### config.mk
export PLATFORM = sky130hd
export DESIGN_NAME = obcr_regs
export DESIGN_NICKNAME = d
export VERILOG_FILES = /design/src/logic/obcr_pkg.sv /design/src/logic/obcr_regs.sv
export VERILOG_INCLUDE_DIRS = /design/src /design/src/logic
export SDC_FILE = /design/constraint.sdc
export NUM_CORES = 1
export LEC_CHECK = 0
export BUFFER_PORTS_ARGS = -buffer_cell sky130_fd_sc_hd__buf_4
export CAP_MARGIN = 5
export CORE_ASPECT_RATIO = 1.1
export CORE_MARGIN = 5
export CORE_UTILIZATION = 56
export CTS_BUF_LIST = sky130_fd_sc_hd__clkbuf_16
export DETAILED_ROUTE_END_ITERATION = 7
export PLACE_DENSITY = 0.84
export SKIP_LAST_GASP = 1
export SLEW_MARGIN = 5
export SYNTH_ARGS = -nofsm -noshare
export SYNTH_HDL_FRONTEND = slang
export SYNTH_SLANG_ARGS = --single-unit
### constraint.sdc
create_clock -name mclk -period 3.13 [get_ports mclk]
set_input_delay 0 -clock mclk [delete_from_list [all_inputs] [get_ports mclk]]
set_output_delay 0 -clock mclk [all_outputs]
set_load 0.01 [all_outputs]
### src/logic/obcr_defs.svh
`ifndef OBCR_DEFS_SVH
`define OBCR_DEFS_SVH

// ****************************************
// register offsets
// ****************************************
`define OBCR_ADDR_IDLE_RATE   8'h40
`define OBCR_ADDR_SWING       8'h42
`define OBCR_ADDR_DEEMPH      8'h43
`define OBCR_ADDR_GSWING      8'h47

// ****************************************
// reset values
// ****************************************
`define OBCR_RST_IDLE_RATE    8'h00
`define OBCR_RST_SWING        8'h03
`define OBCR_RST_DEEMPH       8'h03
`define OBCR_RST_GSWING       8'h02

// ****************************************
// writable bit masks, reserved bits clear
// ****************************************
`define OBCR_MASK_IDLE_RATE   8'h33
`define OBCR_MASK_SWING       8'h7f
`define OBCR_MASK_DEEMPH      8'hff
`define OBCR_MASK_GSWING      8'h03

// ****************************************
// field positions
// ****************************************
`define OBCR_BIT_IDLE_AUTO    5
`define OBCR_BIT_IDLE_SEL     4
`define OBCR_BIT_RATE_AUTO    1
`define OBCR_BIT_RATE_SEL     0
`define OBCR_BIT_DE_TYPE      7

// ****************************************
// swing codes
// ****************************************
`define OBCR_SW_600           7'h03
`define OBCR_SW_800           7'h07
`define OBCR_SW_1000          7'h0f
`define OBCR_SW_1200          7'h1f

// ****************************************
// de-emphasis full-byte codes
// ****************************************
`define OBCR_DE_0DB           8'h01
`define OBCR_DE_3P5DB         8'he8
`define OBCR_DE_6DB           8'h88
`define OBCR_DE_9DB           8'h90
`define OBCR_DE_12DB          8'ha0

// ****************************************
// global swing adjust codes
// ****************************************
`define OBCR_GS_M25           2'h0
`define OBCR_GS_M12P5         2'h1
`define OBCR_GS_0             2'h2
`define OBCR_GS_P12P5         2'h3

`endif

### src/logic/obcr_pkg.sv
`default_nettype none
package obcr_pkg;

   typedef enum logic [1:0] {
      OBCR_RATE_LOW,
      OBCR_RATE_HIGH,
      OBCR_RATE_AUTO
   } obcr_rate_t;

   typedef enum logic [2:0] {
      OBCR_SWING_600,
      OBCR_SWING_800,
      OBCR_SWING_1000,
      OBCR_SWING_1200,
      OBCR_SWING_BAD
   } obcr_swing_t;

   typedef enum logic [2:0] {
      OBCR_DE_0DB,
      OBCR_DE_3P5DB,
      OBCR_DE_6DB,
      OBCR_DE_9DB,
      OBCR_DE_12DB,
      OBCR_DE_OTHER
   } obcr_deemph_t;

   typedef enum logic [1:0] {
      OBCR_GS_MINUS25,
      OBCR_GS_MINUS12P5,
      OBCR_GS_NONE,
      OBCR_GS_PLUS12P5
   } obcr_gswing_t;

   // decoded lane1 output b conditioning, as seen by the analog driver
   typedef struct packed {
      logic         idle_auto;
      logic         mute;
      logic         signal_detector_en;
      obcr_rate_t   rate;
      obcr_swing_t  output_swing;
      logic         de_enhanced;
      logic [6:0]   de_level;
      obcr_deemph_t deemphasis_setting;
      obcr_gswing_t gswing;
   } obcr_cond_t;

endpackage

`default_nettype wire

### src/logic/obcr_regs.sv
// Summary of operation
// - bit5 picks automatic idle, else bit4
// - manual bit4 zero drives, one mutes
// - bit1 picks automatic rate, else bit0
// - manual bit0 picks low or high range
// - swing code decodes 600 to 1200 mV
// - de-emphasis bit7 type, low seven level
// - de-emphasis full-byte codes decode to dB
// - global adjust scales swing of all outputs
// - reset values 00, 03, 03, 02
`timescale 1ns/1ps
`default_nettype none
`include "obcr_defs.svh"

// ****************************************
// one register byte with write mask
// ****************************************
module obcr_reg_slice
   import obcr_pkg::*;
#(
   parameter logic [7:0] ADDR = '0,    // register offset
   parameter logic [7:0] MASK = '0,    // writable bits
   parameter logic [7:0] RST  = '0     // reset value
) (
   input  wire logic       mclk,       // 125 MHz clock
   input  wire logic       nrst,       // async reset, active low
   input  wire logic       wr_en,      // register write strobe
   input  wire logic [7:0] addr,       // register offset
   input  wire logic [7:0] wdata,      // write data
   output var  logic [7:0] value       // stored byte
);

   logic [7:0] next_value;

   // reserved bits never stored, so they always read zero
   always_comb begin
      next_value = value;
      if (wr_en && (addr == ADDR)) begin
         next_value = wdata & MASK;
      end
   end

   always_ff @(posedge mclk or negedge nrst) begin
      if (!nrst) begin
         value <= RST;
      end else begin
         value <= next_value;
      end
   end

endmodule // obcr_reg_slice

module obcr_regs
   import obcr_pkg::*;
(
   input  wire logic       mclk,       // 125 MHz clock
   input  wire logic       nrst,       // async reset, active low
   input  wire logic       wr_en,      // register write strobe
   input  wire logic       rd_en,      // register read strobe
   input  wire logic [7:0] addr,       // register offset
   input  wire logic [7:0] wdata,      // write data
   output var  logic [7:0] rdata,      // read data, registered
   output var  logic       rd_valid,   // read data valid pulse
   output var  obcr_cond_t cond        // decoded conditioning
);

   // ****************************************
   // register storage
   // ****************************************
   logic [7:0] idle_rate;
   logic [7:0] swing;
   logic [7:0] deemph;
   logic [7:0] gswing;
   logic [7:0] next_rdata;
   logic       next_rd_valid;
   obcr_cond_t next_cond;

   obcr_reg_slice #(
      .ADDR (`OBCR_ADDR_IDLE_RATE),
      .MASK (`OBCR_MASK_IDLE_RATE),
      .RST  (`OBCR_RST_IDLE_RATE)
   ) u_idle_rate (
      .mclk  (mclk),
      .nrst  (nrst),
      .wr_en (wr_en),
      .addr  (addr),
      .wdata (wdata),
      .value (idle_rate)
   );

   obcr_reg_slice #(
      .ADDR (`OBCR_ADDR_SWING),
      .MASK (`OBCR_MASK_SWING),
      .RST  (`OBCR_RST_SWING)
   ) u_swing (
      .mclk  (mclk),
      .nrst  (nrst),
      .wr_en (wr_en),
      .addr  (addr),
      .wdata (wdata),
      .value (swing)
   );

   obcr_reg_slice #(
      .ADDR (`OBCR_ADDR_DEEMPH),
      .MASK (`OBCR_MASK_DEEMPH),
      .RST  (`OBCR_RST_DEEMPH)
   ) u_deemph (
      .mclk  (mclk),
      .nrst  (nrst),
      .wr_en (wr_en),
      .addr  (addr),
      .wdata (wdata),
      .value (deemph)
   );

   // gain field also scales the other outputs, only two bits stored
   obcr_reg_slice #(
      .ADDR (`OBCR_ADDR_GSWING),
      .MASK (`OBCR_MASK_GSWING),
      .RST  (`OBCR_RST_GSWING)
   ) u_gswing (
      .mclk  (mclk),
      .nrst  (nrst),
      .wr_en (wr_en),
      .addr  (addr),
      .wdata (wdata),
      .value (gswing)
   );

   // ****************************************
   // read port
   // ****************************************
   always_comb begin
      next_rd_valid = rd_en;
      next_rdata    = 8'h00;
      if (rd_en) begin
         case (addr)
            `OBCR_ADDR_IDLE_RATE: next_rdata = idle_rate;
            `OBCR_ADDR_SWING:     next_rdata = swing;
            `OBCR_ADDR_DEEMPH:    next_rdata = deemph;
            `OBCR_ADDR_GSWING:    next_rdata = gswing;
            default:              next_rdata = 8'h00;
         endcase
      end
   end

   // ****************************************
   // decode
   // ****************************************
   always_comb begin
      next_cond = '0;
      next_cond.idle_auto = idle_rate[`OBCR_BIT_IDLE_AUTO];
      // forced mode: detector off, output driven or muted per select bit
      next_cond.mute = !idle_rate[`OBCR_BIT_IDLE_AUTO]
                       && idle_rate[`OBCR_BIT_IDLE_SEL];
      next_cond.signal_detector_en = idle_rate[`OBCR_BIT_IDLE_AUTO];
      if (idle_rate[`OBCR_BIT_RATE_AUTO]) begin
         next_cond.rate = OBCR_RATE_AUTO;
      end else if (idle_rate[`OBCR_BIT_RATE_SEL]) begin
         next_cond.rate = OBCR_RATE_HIGH;
      end else begin
         next_cond.rate = OBCR_RATE_LOW;
      end
      case (swing[6:0])
         `OBCR_SW_600:  next_cond.output_swing = OBCR_SWING_600;
         `OBCR_SW_800:  next_cond.output_swing = OBCR_SWING_800;
         `OBCR_SW_1000: next_cond.output_swing = OBCR_SWING_1000;
         `OBCR_SW_1200: next_cond.output_swing = OBCR_SWING_1200;
         default:       next_cond.output_swing = OBCR_SWING_BAD;
      endcase
      next_cond.de_enhanced = deemph[`OBCR_BIT_DE_TYPE];
      next_cond.de_level    = deemph[6:0];
      case (deemph)
         `OBCR_DE_0DB:   next_cond.deemphasis_setting = OBCR_DE_0DB;
         `OBCR_DE_3P5DB: next_cond.deemphasis_setting = OBCR_DE_3P5DB;
         `OBCR_DE_6DB:   next_cond.deemphasis_setting = OBCR_DE_6DB;
         `OBCR_DE_9DB:   next_cond.deemphasis_setting = OBCR_DE_9DB;
         `OBCR_DE_12DB:  next_cond.deemphasis_setting = OBCR_DE_12DB;
         default:        next_cond.deemphasis_setting = OBCR_DE_OTHER;
      endcase
      case (gswing[1:0])
         `OBCR_GS_M25:   next_cond.gswing = OBCR_GS_MINUS25;
         `OBCR_GS_M12P5: next_cond.gswing = OBCR_GS_MINUS12P5;
         `OBCR_GS_0:     next_cond.gswing = OBCR_GS_NONE;
         `OBCR_GS_P12P5: next_cond.gswing = OBCR_GS_PLUS12P5;
         default:        next_cond.gswing = OBCR_GS_NONE;
      endcase
   end

   // ****************************************
   // read port registers
   // ****************************************
   always_ff @(posedge mclk or negedge nrst) begin
      if (!nrst) begin
         rdata    <= 8'h00;
         rd_valid <= 1'b0;
      end else begin
         rdata    <= next_rdata;
         rd_valid <= next_rd_valid;
      end
   end

   // ****************************************
   // decode registers
   // ****************************************
   // one cycle of lag traded for glitch-free settings at the analog driver
   always_ff @(posedge mclk or negedge nrst) begin
      if (!nrst) begin
         // decode of reset values: driven, low range, 600 mV, gain unchanged
         cond <= '{idle_auto: 1'b0, mute: 1'b0, signal_detector_en: 1'b0,
                   rate: OBCR_RATE_LOW, output_swing: OBCR_SWING_600,
                   de_enhanced: 1'b0, de_level: 7'(`OBCR_RST_DEEMPH),
                   deemphasis_setting: OBCR_DE_OTHER,
                   gswing: OBCR_GS_NONE};
      end else begin
         cond <= next_cond;
      end
   end

endmodule // obcr_regs

`default_nettype wire

Yosys cells after proc, flatten, opt, wreduce, memory -nomap -nowiden
Cells that the tools add are included.
{"block": "totals", "register_bits": 50, "latchBits": 0, "ramBits": 0, "mem_bits_ro": 0, "out_inout_bits": 30, "word_cells": 44, "mem_count": 0}
{"block": "classes", "add_sub_neg": 0, "n_mul": 0, "div": 0, "magnitude_cmp": 0, "n_eq_ne": 16, "shifts": 0, "muxes": 7, "bitwise": 0, "n_reduce_logical": 7}
{"cell": "equality test 8 x 7 -> 1 bit, second input constant", "count": 4}
{"cell": "equality test 8 bit, second input constant", "count": 4}
{"cell": "case mux 8 bit (4 select lines)", "count": 1}
{"cell": "case mux 3 bit (5 select lines)", "count": 1}
{"cell": "case mux 3 bit (4 select lines)", "count": 1}
{"cell": "equality test 8 x 1 -> 1 bit, second input constant", "count": 1}
{"cell": "two-way mux 8 bit", "count": 1}
{"cell": "case mux 2 bit (4 select lines)", "count": 1}
{"cell": "equality test 7 x 2 -> 1 bit, second input constant", "count": 1}
{"cell": "equality test 7 x 3 -> 1 bit, second input constant", "count": 1}
{"cell": "equality test 7 x 4 -> 1 bit, second input constant", "count": 1}
{"cell": "equality test 7 x 5 -> 1 bit, second input constant", "count": 1}
{"cell": "logical AND 1 bit", "count": 5}
{"cell": "equality test 2 bit, second input constant", "count": 2}
{"cell": "equality test 2 x 1 -> 1 bit, second input constant", "count": 1}
{"cell": "logical NOT 2 bit", "count": 1}
{"cell": "two-way mux 2 bit", "count": 1}
{"cell": "logical NOT 1 bit", "count": 1}
{"cell": "two-way mux 1 bit", "count": 1}

Logic depth before layout (Yosys ltp)
{"block": "depth", "depth_word": 3, "mapped_depth": 5}

By module
From an unflattened synthesis, not the netlist that was laid out.
{"block": "unflattened", "hier_cells": 168, "hier_area_um2": 2270.9}
{"mod": "obcr_regs", "instances": 1, "cells_per_inst": 97, "area_each_um2": 1233.7}
{"mod": "obcr_reg_slice at u_deemph", "instances": 1, "cells_per_inst": 20, "area_each_um2": 360.3}
{"mod": "obcr_reg_slice at u_swing", "instances": 1, "cells_per_inst": 20, "area_each_um2": 301.5}
{"mod": "obcr_reg_slice at u_idle_rate", "instances": 1, "cells_per_inst": 17, "area_each_um2": 224.0}
{"mod": "obcr_reg_slice at u_gswing", "instances": 1, "cells_per_inst": 14, "area_each_um2": 151.4}

Worst setup path after synthesis
No wires, ideal clock.
{"block": "synth_timing", "path_type": "in2reg", "start": "in addr[2]", "end": "reg u_swing.value[2]", "setup_ns": 0.125, "arrival_time_ns": 1.297, "required_time_ns": 3.005, "slack_ns": 1.708, "path_stages": 4, "cell_sequence": "buf_6 -> or4_4 -> nor3_4 -> mux2_2"}
{"block": "synth_between", "elab_chain_len": 2}
{"element": "start, declared", "line": "obcr_regs.sv:60", "text": "input wire logic [7:0] addr,"}
{"element": "equality test 8 x 7 -> 1 bit", "line": "obcr_regs.sv:38", "text": "if (wr_en && (addr == ADDR)) begin"}
{"element": "logical AND 1 bit", "line": "obcr_regs.sv:38"}
{"element": "end signal, assigned", "line": "obcr_regs.sv:47", "text": "value <= next_value;"}
{"element": "end, declared", "line": "obcr_regs.sv:30", "text": "output var logic [7:0] value"}
Every way passes these cells.
A chain may end at the register's enable or synchronous reset.

Final worst setup path
{"block": "layout_timing", "start": "in addr[2]", "end": "reg u_swing.value[6]"}
The elaborated chain is that of the path after synthesis.

==> metrics.cfg <==
[status]
outcome = complete, no violations

[grt]
grt_util_all_layers_pct = 19.2
overflow = 0
grt_pass1_vias = 1383
use_met3_pct = 6.16
grt_util_met2_pct = 31.3
busiest_layer = met2
grt_max_degree = 51
antenna_found_initial = 0
grt_use_met1_pct = 23.2
grt_pass1_wl_mm = 6.74

[timing]
fin_setup_tns_ns = 0
max-slew-margin-rel_pct = 60.8
drv_slew = 0
finalSetupViolations = 0
tightest_slew_ns = 0.588
grt_setup_unrepaired = false
fin_skew_ns = 0.00760
finalCriticalPeriod_ns = 1.84
period_share_pct = 58.6
fmax_mhz = 545
finalHoldViolations = 0

[logic_synthesis]
netlist_area_sq_mm = 0.00201
synth_warnings = 0
synthCells = 142
ys_ff_latch = 50
syn_nets = 162
synthTopCellsByArea = dfrtp_1 (50%), dfstp_2 (13%), mux2_2 (12%), mux2i_1 (4.5%), nor2_1 (1.7%)
yosysTopAreaCellShare_pct = 49.9
syn_area_per_cell_sq_um = 14.1
synth_cell_types = 33
yosysSeqAreaShare_pct = 63.0
yosys.area.top_type = dfrtp_1

[clock_network]
cts-root-buf = clkbuf_16
clockBufferDepth = 2
cts_made_buffers = 5
cts.sinks = 50
cts_tree = built
clkLatencyLatePin_ns = 0.29
clk_pin_slew_worst_paths_ns = 0.07
postCtsSetupBuffers = 0
htree_num_levels = 2

[die]
fp.dieH_microns = 72.8
ioPinCount = 50
die_area_sq_mm = 0.00488
rows = 22
dieWidth_microns = 67.1
start_util_pct = 59.3
core_area_sq_mm = 0.00339

[drt]
drc_errors = 0
final_antenna_net_count = 0
drt_iter0_drc = 45
wl_per_cell_microns = 16.4
vias = 1332
drtPass1Iterations = 4
wirelength_mm = 4.05
viasPerCell = 5.39

[place]
numPortBuffers = 49
place_hpwl_mm = 2.86
gp_congestion = 0.893
dpl_cell_area_sq_mm = 0.00238
dpl.cell_count = 230

[final_layout]
final_util_pct = 77.8
fillers = 209
layout-drive-gt1-share_pct = 46.2
nNetsFinal = 218
stdcell_count = 247
register_area_sq_mm = 0.00126
diodes = 0
syn_to_final_growth_pct = 31.2
design_area_sq_mm = 0.00263
multi_input_comb_area_sq_um = 684

[power]
pwr-share-clk_pct = 42.0
p_leak_nw = 1.30
pwr-share-comb_pct = 8.2
sequentialPowerShare_pct = 49.8
p_switching_uw = 289
irDropWorstVdd_mv = 0.428
p_per_area_mw_per_mm2 = 531
p_int_mw = 1.11
swShare_pct = 20.7

[critical_path]
crit_path_top_delay_cell = dlygate4sd3_1
rr_worst_depth = 3
setup.worst_path.end_class = flip-flop
r2r_slack_ns = 1.80
cp.arrival_ns = 2.01
r2r_start = u_deemph.value[7]$_DFFE_PN0P_
slowest_delay_ns = 0.54
start_kind = input port
cp_max_fo = 10
critPathKind = in2reg
required_ns = 3.30
cp_cell_sequence = dlygate4sd3_1 -> buf_4 -> or4_4 -> nor3_4 -> mux2_2
r2r-end = cond[4]$_DFF_PN1_

[run]
cap_violations = 0

[hold_path]
worstHoldEndpoint = u_idle_rate.value[0]$_DFFE_PN0P_
min_path_cells = 2
hp-start = wdata[0]
hp-class = in2reg

==> layer usage <==
metal | share of wire, % | vias up
li1 | - | 612
met1 | 41 | 675
met2 | 52 | 35
met3 | 4.5 | 10
met4 | 2.5 | 0
met5 | 0 | -
==> synth_stat cells <==
cell type and n:
dfrtp_1 40, mux2_2 21, dfstp_2 10, mux2i_1 9
nor2_1 9, nand2_1 7, clkbuf_1 4, nor3_1 4
nor2b_1 3, a2bb2oi_1 2, and2_1 2, and3_1 2
buf_2 2, buf_6 2, nor3_4 2, nor4b_1 2
nor4bb_1 2, o32a_2 2, or3_1 2, xor2_1 2
a21oi_1 1, a22oi_1 1, and4b_2 1, buf_4 1
inv_1 1, nand4_1 1, nand4b_1 1, o211ai_1 1
o21ai_0 1, o41a_1 1, or4_4 1, or4bb_1 1
xnor2_1 1
==> cells in the final DEF, fill, tap and decap left out, types with 3 or more instances in the layout <==
master and n:
mux2i_1 9, dlygate4sd3_1 9, dfstp_2 10, nor2_1 9
nor2b_1 3, nor3_1 4, buf_4 49, clkbuf_16 5
dfrtp_1 40, mux2_2 21, nand2_1 7
==> power groups by stage <==
stage,Clock (mW),Sequential (mW),Combinational [mW]
after floorplan,0,0.705,0.0484
after global placement,0,0.704,0.102
after detailed placement,0,0.706,0.106
after CTS,0.597,0.695,0.116
after global routing,0.623,0.699,0.126
final,0.587,0.695,0.115
==> per-stage QoR <==
step | hold slack (ns) | power (mW) | worst slack, ns
final | 0.00101 | 1.40 | 1.29
after global routing | 0.000145 | 1.45 | 1.25
after CTS | 0.000114 | 1.41 | 1.29
after detailed placement | 0.0406 | 0.812 | 1.50
after global placement | 0.0291 | 0.806 | 1.56
after floorplan | -0.296 | 0.753 | 1.71
==> layout make-up <==
type,instances,share of cell area (%)
clock buffers,5,4.75
repair buffers,58,17.4
flip-flops and latches,50,48.0
inverters,1,0.143
well taps,48,2.28
clock inverters,3,1.43
multi-input cells,82,26.0
==> critical path: cells and delay by family <==
kind          cells  cell delay [ns]
mux               1             0.40
buf+inv           2             0.71
simple gates      2             0.90
==> kinds of logic after synthesis <==
kind of cell | count (synthesis) | share of synthesized area, %
buffers and inverters | 10 | 2.93
multiplexers | 30 | 16.3
XOR/XNOR | 3 | 1.31
AO/OA/AOI/OAI | 9 | 3.80
AND/OR/NAND/NOR | 40 | 12.7
flip-flops | 50 | 63.0
==> how the worst max path moves through the flow <==
stage	from	endpoint	slack, ns	depth (start not counted)
5_1_grt	addr[2]	u_swing.value[6]$_DFFE_PN0P_	1.25	5
4_1_cts	addr[2]	u_swing.value[6]$_DFFE_PN0P_	1.29	5
2_1_floorplan	addr[2]	u_swing.value[2]$_DFFE_PN0P_	1.71	4
6_report	addr[2]	u_swing.value[6]$_DFFE_PN0P_	1.29	5
3_3_place_gp	addr[0]	u_swing.value[4]$_DFFE_PN0P_	1.56	4
3_5_place_dp	addr[0]	u_swing.value[6]$_DFFE_PN0P_	1.50	4
==> registers in the layout, indices dropped and copies added, names as in the netlist <==
name / cells
u_gswing.value: 2
cond: 20
rd_valid: 1
u_deemph.value: 8
u_swing.value: 7
u_idle_rate.value: 4
rdata: 8
==> what timing repair did <==
action                     CTS  global route
resized for setup            0             0
hold endpoints to repair    56             0
setup endpoints to repair    0             0
hold buffers                 9             0
(Power assumes the default switching activity.)
